**config.mk**
```make
export PLATFORM = sky130hd
export DESIGN_NAME = compressed_insn_expander
export DESIGN_NICKNAME = d
export VERILOG_FILES = /design/src/rtl/compress_pkg.sv /design/src/rtl/expand_out_stage.sv /design/src/rtl/compressed_insn_expander.sv
export SDC_FILE = /design/constraint.sdc
export NUM_CORES = 1
export LEC_CHECK = 0
export ABC_AREA = 1
export BUFFER_PORTS_ARGS = -buffer_cell sky130_fd_sc_hd__buf_2
export CAP_MARGIN = 20
export CORE_MARGIN = 2
export CORE_UTILIZATION = 50
export DETAILED_ROUTE_END_ITERATION = 10
export PLACE_DENSITY = 0.83
export REMOVE_ABC_BUFFERS = 1
export SLEW_MARGIN = 10
export SYNTH_ARGS = -nofsm -noshare
export SYNTH_HDL_FRONTEND = slang
export SYNTH_SLANG_ARGS = --single-unit
export TNS_END_PERCENT = 10
```
**constraint.sdc**
```tcl
create_clock -name clk -period 3.47 [get_ports clk]
set_input_delay 0.5205 -clock clk [delete_from_list [all_inputs] [get_ports clk]]
set_output_delay 0.5205 -clock clk [all_outputs]
set_load 0.02 [all_outputs]
```
**src/rtl/compress_pkg.sv**
```systemverilog
package compress_pkg;

  ////////////////////////////////////////////////////////////////////////////
  // base instruction opcodes
  localparam logic [6:0] OP_LOAD = 7'h03;
  localparam logic [6:0] OP_LOAD_FP = 7'h07;
  localparam logic [6:0] OP_MISC_MEM = 7'h0f;
  localparam logic [6:0] OP_IMM = 7'h13;
  localparam logic [6:0] OP_IMM_32 = 7'h1b;
  localparam logic [6:0] OP_STORE = 7'h23;
  localparam logic [6:0] OP_STORE_FP = 7'h27;
  localparam logic [6:0] OP_LUI = 7'h37;
  localparam logic [6:0] OP_BRANCH = 7'h63;
  localparam logic [6:0] OP_JALR = 7'h67;
  localparam logic [6:0] OP_JAL = 7'h6f;

  // minor opcode field values of the base encodings
  localparam logic [2:0] F3_ADD = 3'h0;
  localparam logic [2:0] F3_SLL = 3'h1;
  localparam logic [2:0] F3_WORD = 3'h2;
  localparam logic [2:0] F3_DOUBLE = 3'h3;
  localparam logic [2:0] F3_QUAD_LD = 3'h2;
  localparam logic [2:0] F3_QUAD_ST = 3'h4;
  localparam logic [2:0] F3_SRL = 3'h5;
  localparam logic [2:0] F3_AND = 3'h7;
  localparam logic [2:0] F3_EQ = 3'h0;
  localparam logic [2:0] F3_NE = 3'h1;

  // fixed register numbers
  localparam logic [4:0] REG_ZERO = 5'h00;
  localparam logic [4:0] REG_LINK = 5'h01;
  localparam logic [4:0] REG_STACK = 5'h02;
  localparam logic [1:0] CMP_REG_HIGH = 2'h1;

  // shift encodings and fixed words
  localparam logic [4:0] SHIFT_ARITH = 5'h08;
  localparam logic [4:0] SHIFT_LOGIC = 5'h00;
  localparam logic [6:0] SHIFT_64 = 7'h40;
  localparam logic [31:0] BREAK_WORD = 32'h0010_0073;

  // quadrant and minor opcode keys of the compact space
  localparam logic [4:0] KEY_STACK_POINTER_OFFSET = 5'h00;
  localparam logic [4:0] KEY_LOAD_DOUBLE_QUAD = 5'h01;
  localparam logic [4:0] KEY_LOAD_WORD = 5'h02;
  localparam logic [4:0] KEY_LOAD_SINGLE_DOUBLE = 5'h03;
  localparam logic [4:0] KEY_Q0_RESERVED = 5'h04;
  localparam logic [4:0] KEY_STORE_DOUBLE_QUAD = 5'h05;
  localparam logic [4:0] KEY_STORE_WORD = 5'h06;
  localparam logic [4:0] KEY_STORE_SINGLE_DOUBLE = 5'h07;
  localparam logic [4:0] KEY_ADD_IMMEDIATE = 5'h08;
  localparam logic [4:0] KEY_LINK_OR_WORD_ADD = 5'h09;
  localparam logic [4:0] KEY_LOAD_IMMEDIATE = 5'h0a;
  localparam logic [4:0] KEY_UPPER_OR_STACK = 5'h0b;
  localparam logic [4:0] KEY_MISC_ALU = 5'h0c;
  localparam logic [4:0] KEY_JUMP = 5'h0d;
  localparam logic [4:0] KEY_BRANCH_IF_ZERO = 5'h0e;
  localparam logic [4:0] KEY_BRANCH_IF_NONZERO = 5'h0f;
  localparam logic [4:0] KEY_SHIFT_LEFT = 5'h10;
  localparam logic [4:0] KEY_JUMP_REGISTER = 5'h14;

  // misc-alu sub operations in halfword bits 11:10
  localparam logic [1:0] ALU_SHIFT_RIGHT = 2'h0;
  localparam logic [1:0] ALU_SHIFT_ARITH = 2'h1;
  localparam logic [1:0] ALU_AND_IMM = 2'h2;

  ////////////////////////////////////////////////////////////////////////////
  // result handed downstream
  typedef struct packed {
    logic [31:0] insn;
    logic [15:0] raw;
    logic compressed;
    logic illegal;
    logic hint;
    logic custom;
  } expand_result_s;

  localparam expand_result_s RESULT_RESET = '0;
  localparam logic VALID_RESET = 1'b0;

  ////////////////////////////////////////////////////////////////////////////
  // base format packers
  function automatic logic [31:0] enc_i(input logic [11:0] imm, input logic [4:0] rs1,
                                        input logic [2:0] f3, input logic [4:0] rd,
                                        input logic [6:0] op);
    return {imm, rs1, f3, rd, op};
  endfunction : enc_i

  function automatic logic [31:0] enc_s(input logic [11:0] imm, input logic [4:0] rs2,
                                        input logic [4:0] rs1, input logic [2:0] f3,
                                        input logic [6:0] op);
    return {imm[11:5], rs2, rs1, f3, imm[4:0], op};
  endfunction : enc_s

  function automatic logic [31:0] enc_b(input logic [12:0] imm, input logic [4:0] rs1,
                                        input logic [2:0] f3);
    return {imm[12], imm[10:5], REG_ZERO, rs1, f3, imm[4:1], imm[11], OP_BRANCH};
  endfunction : enc_b

  function automatic logic [31:0] enc_j(input logic [20:0] imm, input logic [4:0] rd);
    return {imm[20], imm[10:1], imm[11], imm[19:12], rd, OP_JAL};
  endfunction : enc_j

  // compact three-bit register field to full register number
  function automatic logic [4:0] cmp_reg(input logic [2:0] r);
    return {CMP_REG_HIGH, r};
  endfunction : cmp_reg

endpackage : compress_pkg

```
**src/rtl/expand_out_stage.sv**
```systemverilog
`timescale 1ns/10ps
module expand_out_stage (
  // clock, reset, enable
  input wire logic clk,
  input wire logic rst_n,
  input wire logic ce,
  // expanded word from the decode logic
  input wire logic in_valid,
  input compress_pkg::expand_result_s in_result,
  // registered result toward the decoder
  output logic out_valid,
  output compress_pkg::expand_result_s out_result
);

  ////////////////////////////////////////////////////////////////////////////
  // valid flag, frozen while the enable is low
  always_ff @(posedge clk or negedge rst_n) begin
    if (!rst_n) begin
      out_valid <= compress_pkg::VALID_RESET;
    end else if (ce) begin
      out_valid <= in_valid;
    end
  end

  // result word only loads on a valid halfword so it holds between fetches
  always_ff @(posedge clk or negedge rst_n) begin
    if (!rst_n) begin
      out_result <= compress_pkg::RESULT_RESET;
    end else if (ce && in_valid) begin
      out_result <= in_result;
    end
  end

endmodule : expand_out_stage

```
**src/rtl/compressed_insn_expander.sv**
```systemverilog
`timescale 1ns/10ps
// Notes on behaviour
// - word load adds offset times four to base register, loads into dest.
// - doubleword load only on 64/128-bit bases, offset scaled by eight.
// - quadword load only on 128-bit base, offset scaled by sixteen.
// - float loads: single on 32-bit with single support, double on 32/64.
// - word store writes source register at base plus offset times four.
// - doubleword store on 64/128-bit, quadword store only on 128-bit.
// - float stores: single on 32-bit base, double on 32/64-bit bases.
// - all control-transfer offsets count halfwords; their low bit is zero.
// - plain jump adds sign-extended offset to pc, link register x0.
// - jump-and-link only on 32-bit base, writes pc+2 into x1.
// - jump register goes to rs1 with x0 link; rs1 of x0 reserved.
// - jump-and-link register writes x1; rs1 of x0 is the breakpoint.
// - zero and nonzero branches compare the compact register against x0.
// - load immediate is add-immediate from x0; rd of x0 is a hint.
// - upper immediate fills bits 17-12; zero reserved, x0 hint, x2 stack.
// - add immediate to rd; rd x0 with zero immediate is no-op, any other x0 or zero-immediate form is hint.
// - word add immediate on 64/128-bit only; rd of x0 reserved.
// - stack adjust adds nonzero multiple of sixteen to x2; zero reserved.
// - stack pointer add writes x2 plus nonzero offset times four.
// - left shift: 128-bit zero means 64; custom, hint and x0 cases.
// - right shifts: 128-bit amount sign-extended, zero is 64; hints, custom.
// - and immediate with sign-extended six-bit value, result to rd'.
// - three-bit register fields select x8-x15 or f8-f15.
// - the all-zero halfword is always illegal.
module compressed_insn_expander #(
  parameter int unsigned base_width = 32,
  parameter bit has_single = 1'b1,
  parameter bit has_double = 1'b1
) (
  // clock, reset, enable
  input wire logic clk,
  input wire logic resetn,
  input wire logic ce,
  // halfword from the fetch stage
  input wire logic in_valid,
  input wire logic [15:0] in_halfword,
  // expanded word toward the decoder
  output logic out_valid,
  output compress_pkg::expand_result_s out_result
);

  localparam bit is_32 = (base_width == 32);
  localparam bit is_128 = (base_width == 128);

  ////////////////////////////////////////////////////////////////////////////
  // reset release

  logic rst_meta_q;
  logic rst_n_q;

  // async assert, release through two flops; not frozen by ce so reset
  // always completes even while the pipeline is held
  always_ff @(posedge clk or negedge resetn) begin
    if (!resetn) begin
      rst_meta_q <= 1'b0;
      rst_n_q <= 1'b0;
    end else begin
      rst_meta_q <= 1'b1;
      rst_n_q <= rst_meta_q;
    end
  end

  ////////////////////////////////////////////////////////////////////////////
  // field extraction

  logic [15:0] c;
  logic [1:0] quadrant;
  logic [2:0] minor_opcode_field;
  logic [4:0] key;
  logic [4:0] rd_full;
  logic [4:0] rs2_full;
  logic [4:0] compact_base_field;
  logic [4:0] compact_source_field;
  logic [5:0] ci_imm;

  assign c = in_halfword;
  assign quadrant = c[1:0];
  assign minor_opcode_field = c[15:13];
  assign key = {quadrant, minor_opcode_field};

  // full-size rd field sits where the base encodings keep it; rs2 field sits at bits 6:2
  assign rd_full = c[11:7];
  assign rs2_full = c[6:2];

  // compact fields map to the eight most used registers
  assign compact_base_field = compress_pkg::cmp_reg(c[9:7]);
  assign compact_source_field = compress_pkg::cmp_reg(c[4:2]);

  // six-bit immediate of the immediate format, sign bit at 12
  assign ci_imm = {c[12], c[6:2]};

  ////////////////////////////////////////////////////////////////////////////
  // immediates, unscrambled and scaled

  logic [11:0] off_word;
  logic [11:0] off_double;
  logic [11:0] off_quad;
  logic [11:0] off_stack_ptr;
  logic [11:0] off_stack_adj;
  logic [11:0] imm_sext;
  logic [20:0] off_jump;
  logic [12:0] off_branch;
  logic [19:0] upper_imm;

  // memory offsets are zero-extended; the low zeros do the scaling
  assign off_word = {5'h00, c[5], c[12:10], c[6], 2'h0};
  assign off_double = {4'h0, c[6:5], c[12:10], 3'h0};
  assign off_quad = {3'h0, c[10], c[6:5], c[12:11], 4'h0};
  assign off_stack_ptr = {2'h0, c[10:7], c[12:11], c[5], c[6], 2'h0};

  // stack adjust: multiples of sixteen from -512 to 496
  assign off_stack_adj = {{2{c[12]}}, c[12], c[4:3], c[5], c[2], c[6], 4'h0};

  // plain sign-extended six-bit immediate
  assign imm_sext = {{6{c[12]}}, ci_imm};

  // jump and branch offsets in halfword units, low bit forced zero
  assign off_jump = {{9{c[12]}}, c[12], c[8], c[10:9], c[6], c[7], c[2], c[11],
                     c[5:3], 1'b0};
  assign off_branch = {{4{c[12]}}, c[12], c[6:5], c[2], c[11:10], c[4:3], 1'b0};

  // bit 17 of the loaded constant sign-extends through the upper field
  assign upper_imm = {{14{c[12]}}, ci_imm};

  ////////////////////////////////////////////////////////////////////////////
  // shift amounts

  logic [6:0] shamt_left;
  logic [6:0] shamt_right;
  logic shamt_zero;

  assign shamt_zero = (ci_imm == 6'h00);

  // the wide base reuses zero as a shift of 64
  always_comb begin
    if (is_128 && shamt_zero) begin
      shamt_left = compress_pkg::SHIFT_64;
    end else begin
      shamt_left = {1'b0, ci_imm};
    end
  end

  // right shifts on the wide base sign-extend the amount: 1-31, 64, 96-127
  always_comb begin
    if (is_128 && shamt_zero) begin
      shamt_right = compress_pkg::SHIFT_64;
    end else if (is_128) begin
      shamt_right = {ci_imm[5], ci_imm};
    end else begin
      shamt_right = {1'b0, ci_imm};
    end
  end

  ////////////////////////////////////////////////////////////////////////////
  // expansion

  logic [31:0] insn;
  logic bad;
  logic hint;
  logic custom;

  // one case per quadrant and minor opcode; hints still expand as plain ops
  always_comb begin
    insn = 32'h0000_0000;
    bad = 1'b0;
    hint = 1'b0;
    custom = 1'b0;
    case (key)
      compress_pkg::KEY_STACK_POINTER_OFFSET: begin
        insn = compress_pkg::enc_i(off_stack_ptr, compress_pkg::REG_STACK,
                                   compress_pkg::F3_ADD, compact_source_field,
                                   compress_pkg::OP_IMM);
        bad = (off_stack_ptr == 12'h000);
      end
      compress_pkg::KEY_LOAD_DOUBLE_QUAD: begin
        if (is_128) begin
          insn = compress_pkg::enc_i(off_quad, compact_base_field, compress_pkg::F3_QUAD_LD,
                                     compact_source_field, compress_pkg::OP_MISC_MEM);
        end else begin
          insn = compress_pkg::enc_i(off_double, compact_base_field, compress_pkg::F3_DOUBLE,
                                     compact_source_field, compress_pkg::OP_LOAD_FP);
          bad = !has_double;
        end
      end
      compress_pkg::KEY_LOAD_WORD: begin
        insn = compress_pkg::enc_i(off_word, compact_base_field, compress_pkg::F3_WORD,
                                   compact_source_field, compress_pkg::OP_LOAD);
      end
      compress_pkg::KEY_LOAD_SINGLE_DOUBLE: begin
        if (is_32) begin
          insn = compress_pkg::enc_i(off_word, compact_base_field, compress_pkg::F3_WORD,
                                     compact_source_field, compress_pkg::OP_LOAD_FP);
          bad = !has_single;
        end else begin
          insn = compress_pkg::enc_i(off_double, compact_base_field, compress_pkg::F3_DOUBLE,
                                     compact_source_field, compress_pkg::OP_LOAD);
        end
      end
      compress_pkg::KEY_Q0_RESERVED: begin
        bad = 1'b1;
      end
      compress_pkg::KEY_STORE_DOUBLE_QUAD: begin
        if (is_128) begin
          insn = compress_pkg::enc_s(off_quad, compact_source_field, compact_base_field,
                                     compress_pkg::F3_QUAD_ST, compress_pkg::OP_STORE);
        end else begin
          insn = compress_pkg::enc_s(off_double, compact_source_field, compact_base_field,
                                     compress_pkg::F3_DOUBLE, compress_pkg::OP_STORE_FP);
          bad = !has_double;
        end
      end
      compress_pkg::KEY_STORE_WORD: begin
        insn = compress_pkg::enc_s(off_word, compact_source_field, compact_base_field,
                                   compress_pkg::F3_WORD, compress_pkg::OP_STORE);
      end
      compress_pkg::KEY_STORE_SINGLE_DOUBLE: begin
        if (is_32) begin
          insn = compress_pkg::enc_s(off_word, compact_source_field, compact_base_field,
                                     compress_pkg::F3_WORD, compress_pkg::OP_STORE_FP);
          bad = !has_single;
        end else begin
          insn = compress_pkg::enc_s(off_double, compact_source_field, compact_base_field,
                                     compress_pkg::F3_DOUBLE, compress_pkg::OP_STORE);
        end
      end
      compress_pkg::KEY_ADD_IMMEDIATE: begin
        insn = compress_pkg::enc_i(imm_sext, rd_full, compress_pkg::F3_ADD, rd_full,
                                   compress_pkg::OP_IMM);
        // rd x0 with zero immediate is the no-op, not a hint
        hint = (rd_full == compress_pkg::REG_ZERO) ? !shamt_zero : shamt_zero;
      end
      compress_pkg::KEY_LINK_OR_WORD_ADD: begin
        if (is_32) begin
          insn = compress_pkg::enc_j(off_jump, compress_pkg::REG_LINK);
        end else begin
          insn = compress_pkg::enc_i(imm_sext, rd_full, compress_pkg::F3_ADD, rd_full,
                                     compress_pkg::OP_IMM_32);
          bad = (rd_full == compress_pkg::REG_ZERO);
        end
      end
      compress_pkg::KEY_LOAD_IMMEDIATE: begin
        insn = compress_pkg::enc_i(imm_sext, compress_pkg::REG_ZERO, compress_pkg::F3_ADD,
                                   rd_full, compress_pkg::OP_IMM);
        hint = (rd_full == compress_pkg::REG_ZERO);
      end
      compress_pkg::KEY_UPPER_OR_STACK: begin
        if (rd_full == compress_pkg::REG_STACK) begin
          insn = compress_pkg::enc_i(off_stack_adj, compress_pkg::REG_STACK,
                                     compress_pkg::F3_ADD, compress_pkg::REG_STACK,
                                     compress_pkg::OP_IMM);
          bad = shamt_zero;
        end else begin
          insn = {upper_imm, rd_full, compress_pkg::OP_LUI};
          bad = shamt_zero;
          hint = (rd_full == compress_pkg::REG_ZERO);
        end
      end
      compress_pkg::KEY_MISC_ALU: begin
        case (c[11:10])
          compress_pkg::ALU_SHIFT_RIGHT, compress_pkg::ALU_SHIFT_ARITH: begin
            insn = compress_pkg::enc_i({c[10] ? compress_pkg::SHIFT_ARITH
                                              : compress_pkg::SHIFT_LOGIC, shamt_right},
                                       compact_base_field, compress_pkg::F3_SRL,
                                       compact_base_field, compress_pkg::OP_IMM);
            custom = is_32 && c[12];
            hint = !is_128 && shamt_zero;
          end
          compress_pkg::ALU_AND_IMM: begin
            insn = compress_pkg::enc_i(imm_sext, compact_base_field, compress_pkg::F3_AND,
                                       compact_base_field, compress_pkg::OP_IMM);
          end
          default: begin
            // register-register forms are decoded elsewhere, flag them here
            bad = 1'b1;
          end
        endcase
      end
      compress_pkg::KEY_JUMP: begin
        insn = compress_pkg::enc_j(off_jump, compress_pkg::REG_ZERO);
      end
      compress_pkg::KEY_BRANCH_IF_ZERO: begin
        insn = compress_pkg::enc_b(off_branch, compact_base_field, compress_pkg::F3_EQ);
      end
      compress_pkg::KEY_BRANCH_IF_NONZERO: begin
        insn = compress_pkg::enc_b(off_branch, compact_base_field, compress_pkg::F3_NE);
      end
      compress_pkg::KEY_SHIFT_LEFT: begin
        insn = compress_pkg::enc_i({compress_pkg::SHIFT_LOGIC, shamt_left}, rd_full,
                                   compress_pkg::F3_SLL, rd_full, compress_pkg::OP_IMM);
        custom = is_32 && c[12];
        hint = !custom && ((!is_128 && shamt_zero) ||
                           (rd_full == compress_pkg::REG_ZERO));
      end
      compress_pkg::KEY_JUMP_REGISTER: begin
        if (rs2_full != compress_pkg::REG_ZERO) begin
          // move and add forms are not expanded by this block
          bad = 1'b1;
        end else if (!c[12]) begin
          insn = compress_pkg::enc_i(12'h000, rd_full, compress_pkg::F3_ADD,
                                     compress_pkg::REG_ZERO, compress_pkg::OP_JALR);
          bad = (rd_full == compress_pkg::REG_ZERO);
        end else if (rd_full == compress_pkg::REG_ZERO) begin
          insn = compress_pkg::BREAK_WORD;
        end else begin
          insn = compress_pkg::enc_i(12'h000, rd_full, compress_pkg::F3_ADD,
                                     compress_pkg::REG_LINK, compress_pkg::OP_JALR);
        end
      end
      default: begin
        // stack-relative forms and full-width words land here
        bad = 1'b1;
      end
    endcase

    // the all-zero halfword can never expand
    if (c == 16'h0000) begin
      bad = 1'b1;
    end

    // custom space is not implemented, so it traps like reserved space
    if (bad || custom) begin
      insn = 32'h0000_0000;
      hint = 1'b0;
      bad = 1'b1;
    end
  end

  ////////////////////////////////////////////////////////////////////////////
  // result packing and output register

  compress_pkg::expand_result_s next_result;

  // downstream steps pc by two and links pc+2 on the compressed flag
  always_comb begin
    next_result.insn = insn;
    next_result.raw = c;
    next_result.compressed = 1'b1;
    next_result.illegal = bad;
    next_result.hint = hint;
    next_result.custom = custom;
  end

  // one register stage keeps every data output on a flop
  expand_out_stage u_out_stage (
    .clk(clk),
    .rst_n(rst_n_q),
    .ce(ce),
    .in_valid(in_valid),
    .in_result(next_result),
    .out_valid(out_valid),
    .out_result(out_result)
  );

endmodule : compressed_insn_expander

```
==> impl_metrics.ini <==
[floorplan]
start_util_pct = 52.0
io_pins = 73
core_area_mm2 = 0.00639
dieArea_mm2 = 0.00731
die_x_um = 85.5
die_h_um = 85.5
rows = 29

[finish]
antenna_cells = 0
nNetsFinal = 546
syn2layout_area_growth_pct = 14.7
drive_gt1_share_pct = 25.5

[logic_synthesis]
syn-instance-count = 461
synth_top_area_share_pct = 40.7
asyncSetResetFlopFracSynth_pct = 100
yosysWarnings = 0
synth_seq_cells = 54
synthFlopType = dfrtp_1
yosysSeqAreaShare_pct = 40.7
synth_top_area_cell = dfrtp_1
synth.most_common_cell = nand2_1
netlist_area_mm2 = 0.00332
synthTopCellsByCount = nand2_1 (173), dfrtp_1 (54), nor2_1 (40), nand3_1 (36), o21ai_0 (35)
avgSynthCellArea_um2 = 7.20
synth_edf_count = 0
synth_area_leaders = dfrtp_1 (41%), nand2_1 (20%), nand3_1 (5.4%)
synth_cell_types = 38

[drt]
via_per_inst = 5.48
drc = 0
dr.pass1.iters = 5
routed_wl_um = 9410
wire_per_inst_um = 15.6
first_iter_violations = 264
detail-route-antenna-nets = 0
vias = 3306

[setup_path]
reg2reg_from = rst_n_q
crit_arrival_ps = 2240
worstSetupStartpoint = in_halfword[1]
crit_path_end_kind = register
critPathLaunchType = primary input
critPathRequiredTime_ps = 3720
critPathMaxFanout = 26
worstSetupPathType = primary input to register

[power_and_ir_drop]
ir_worst_vdd_uv = 261
powerDensity_mw_per_mm2 = 389
design_power_total_mw = 1.48
power_leakage_nw = 2.16

[clock_network]
cts_buffers = 5
cts_hold_buf = 1
clkTransAtPathRegs_ps = 100
clk-insertion-delay-late_ps = 300
post_cts_buffers = 0
ctsResizeCount = 0
cts.htree.levels = 2
cts_buffer_depth = 2
cts_tree = done
numClockSinks = 54
cts-root-buf = clkbuf_8

[timing]
slew_headroom_pct = 56.5
tightest_slew_ps = 652
fin_crit_ps = 1990
fin_crit_sh_pct = 57.3
layout_setup_ws_ps = 1480
slew_viol_final = 0
clock_skew_ps = 5.74
fin_tns_setup_ps = 0
max_freq_mhz = 503
setup_violations = 0
hold_slack_ps = 362
hold_viol = 0
rsz0062_at_grt = false

[run_status]
status = complete, no violations

[job]
max_cap_viol_count = 0

[global_routing]
grt_pass1_vias = 3177
grt_max_degree = 68
antenna_found_initial = 0
grt_pass1_wl_um = 16100
grt_overflow_total = 0
grt_use_total_pct = 27.6

[min_path]
hp-class = register to register
holdCritStartpoint = rst_meta_q

[place]
gp_congestion = 1.01
dp_slack_ps = 1160
portBuffers = 72
dpl.hpwl_um = 6840
-- area by class of cell --
type	count	area, um^2
fillers	641	2580
multi-input cells	356	1740
flip-flops and latches	54	1360
repair buffers	75	385
inverters	33	128
well taps	77	96.3
clock buffers	6	82.6
clock inverters	2	16.3
-- layout by cell type, fill, tap and decap left out, types with 2 or more instances in the layout --
cell / instances
o21ai_1: 2
inv_1: 22
nand3_2: 15
buf_2: 72
nor2_4: 4
nand3_1: 36
o31ai_1: 2
clkbuf_8: 6
o21ai_0: 35
nand3b_1: 2
inv_2: 8
nor2_2: 8
nor2_8: 2
a21oi_1: 6
nand2_2: 8
nor2_1: 40
nand4_1: 10
buf_4: 2
dfrtp_1: 53
nand2_1: 172
nand3_4: 2
-- flip-flops by register name (all words and copies together), names as in the netlist --
register / cells
rst_meta_q: 1
rst_n_q: 1
u_out_stage.out_result: 51
u_out_stage.out_valid: 1
-- stage by stage --
stage	std cells	cell area, um^2	utilization [%]
2_1_floorplan	443	3220	-
3_3_place_gp	594	3690	57.9
3_5_place_dp	594	3690	57.9
4_1_cts	603	3800	59.6
5_1_grt	603	3810	59.6
6_report	603	3810	59.6
-- critical path, cell delays in order --
cell and delay, ps:
buf_2 230, clkinv_2 190, nand3_2 210, nor2_4 90, nand2_2 90, nand2_2 70
nor2_4 120, nand3_4 90, nor2_8 360, nand3_1 160, nand2_1 90
-- report_power, final --
group          internal (mW)  total (mW)  switching [mW]
clock network          0.165       0.382           0.217
logic                  0.111       0.371           0.260
registers              0.687       0.726          0.0391
total                  0.963        1.48           0.517
-- metal layers --
layer  vias up  routed length [um]  track usage (%)
li1       1609                   -                -
met1      1530                4310             39.2
met2       153                4340             43.6
met3        14                 606             5.45
met4         0                 153             6.49
met5         -                   0                0
-- cell families after synthesis --
| logic type | share of synthesized area [%] |
|---|---|
| buffers and inverters | 6.86 |
| flip-flops | 40.7 |
| adder cells (fa/ha/maj) | 0.377 |
| other | 0.113 |
| AND/OR/NAND/NOR | 43.3 |
| AO/OA/AOI/OAI | 8.59 |
-- path summary, 6_finish.rpt --
path	endpoint	slack (ps)	depth (start not counted)
worst max-delay path	u_out_stage.out_result[30]	1480	11
worst min-delay path	rst_n_q	360	0
worst max register to register	u_out_stage.out_result[14]	2670	0
worst min register to register	rst_n_q	360	0
max in group asynchronous	u_out_stage.out_result[14]	2670	0
min in group asynchronous	u_out_stage.out_valid	370	0
Power figures use the tool's default switching activity.
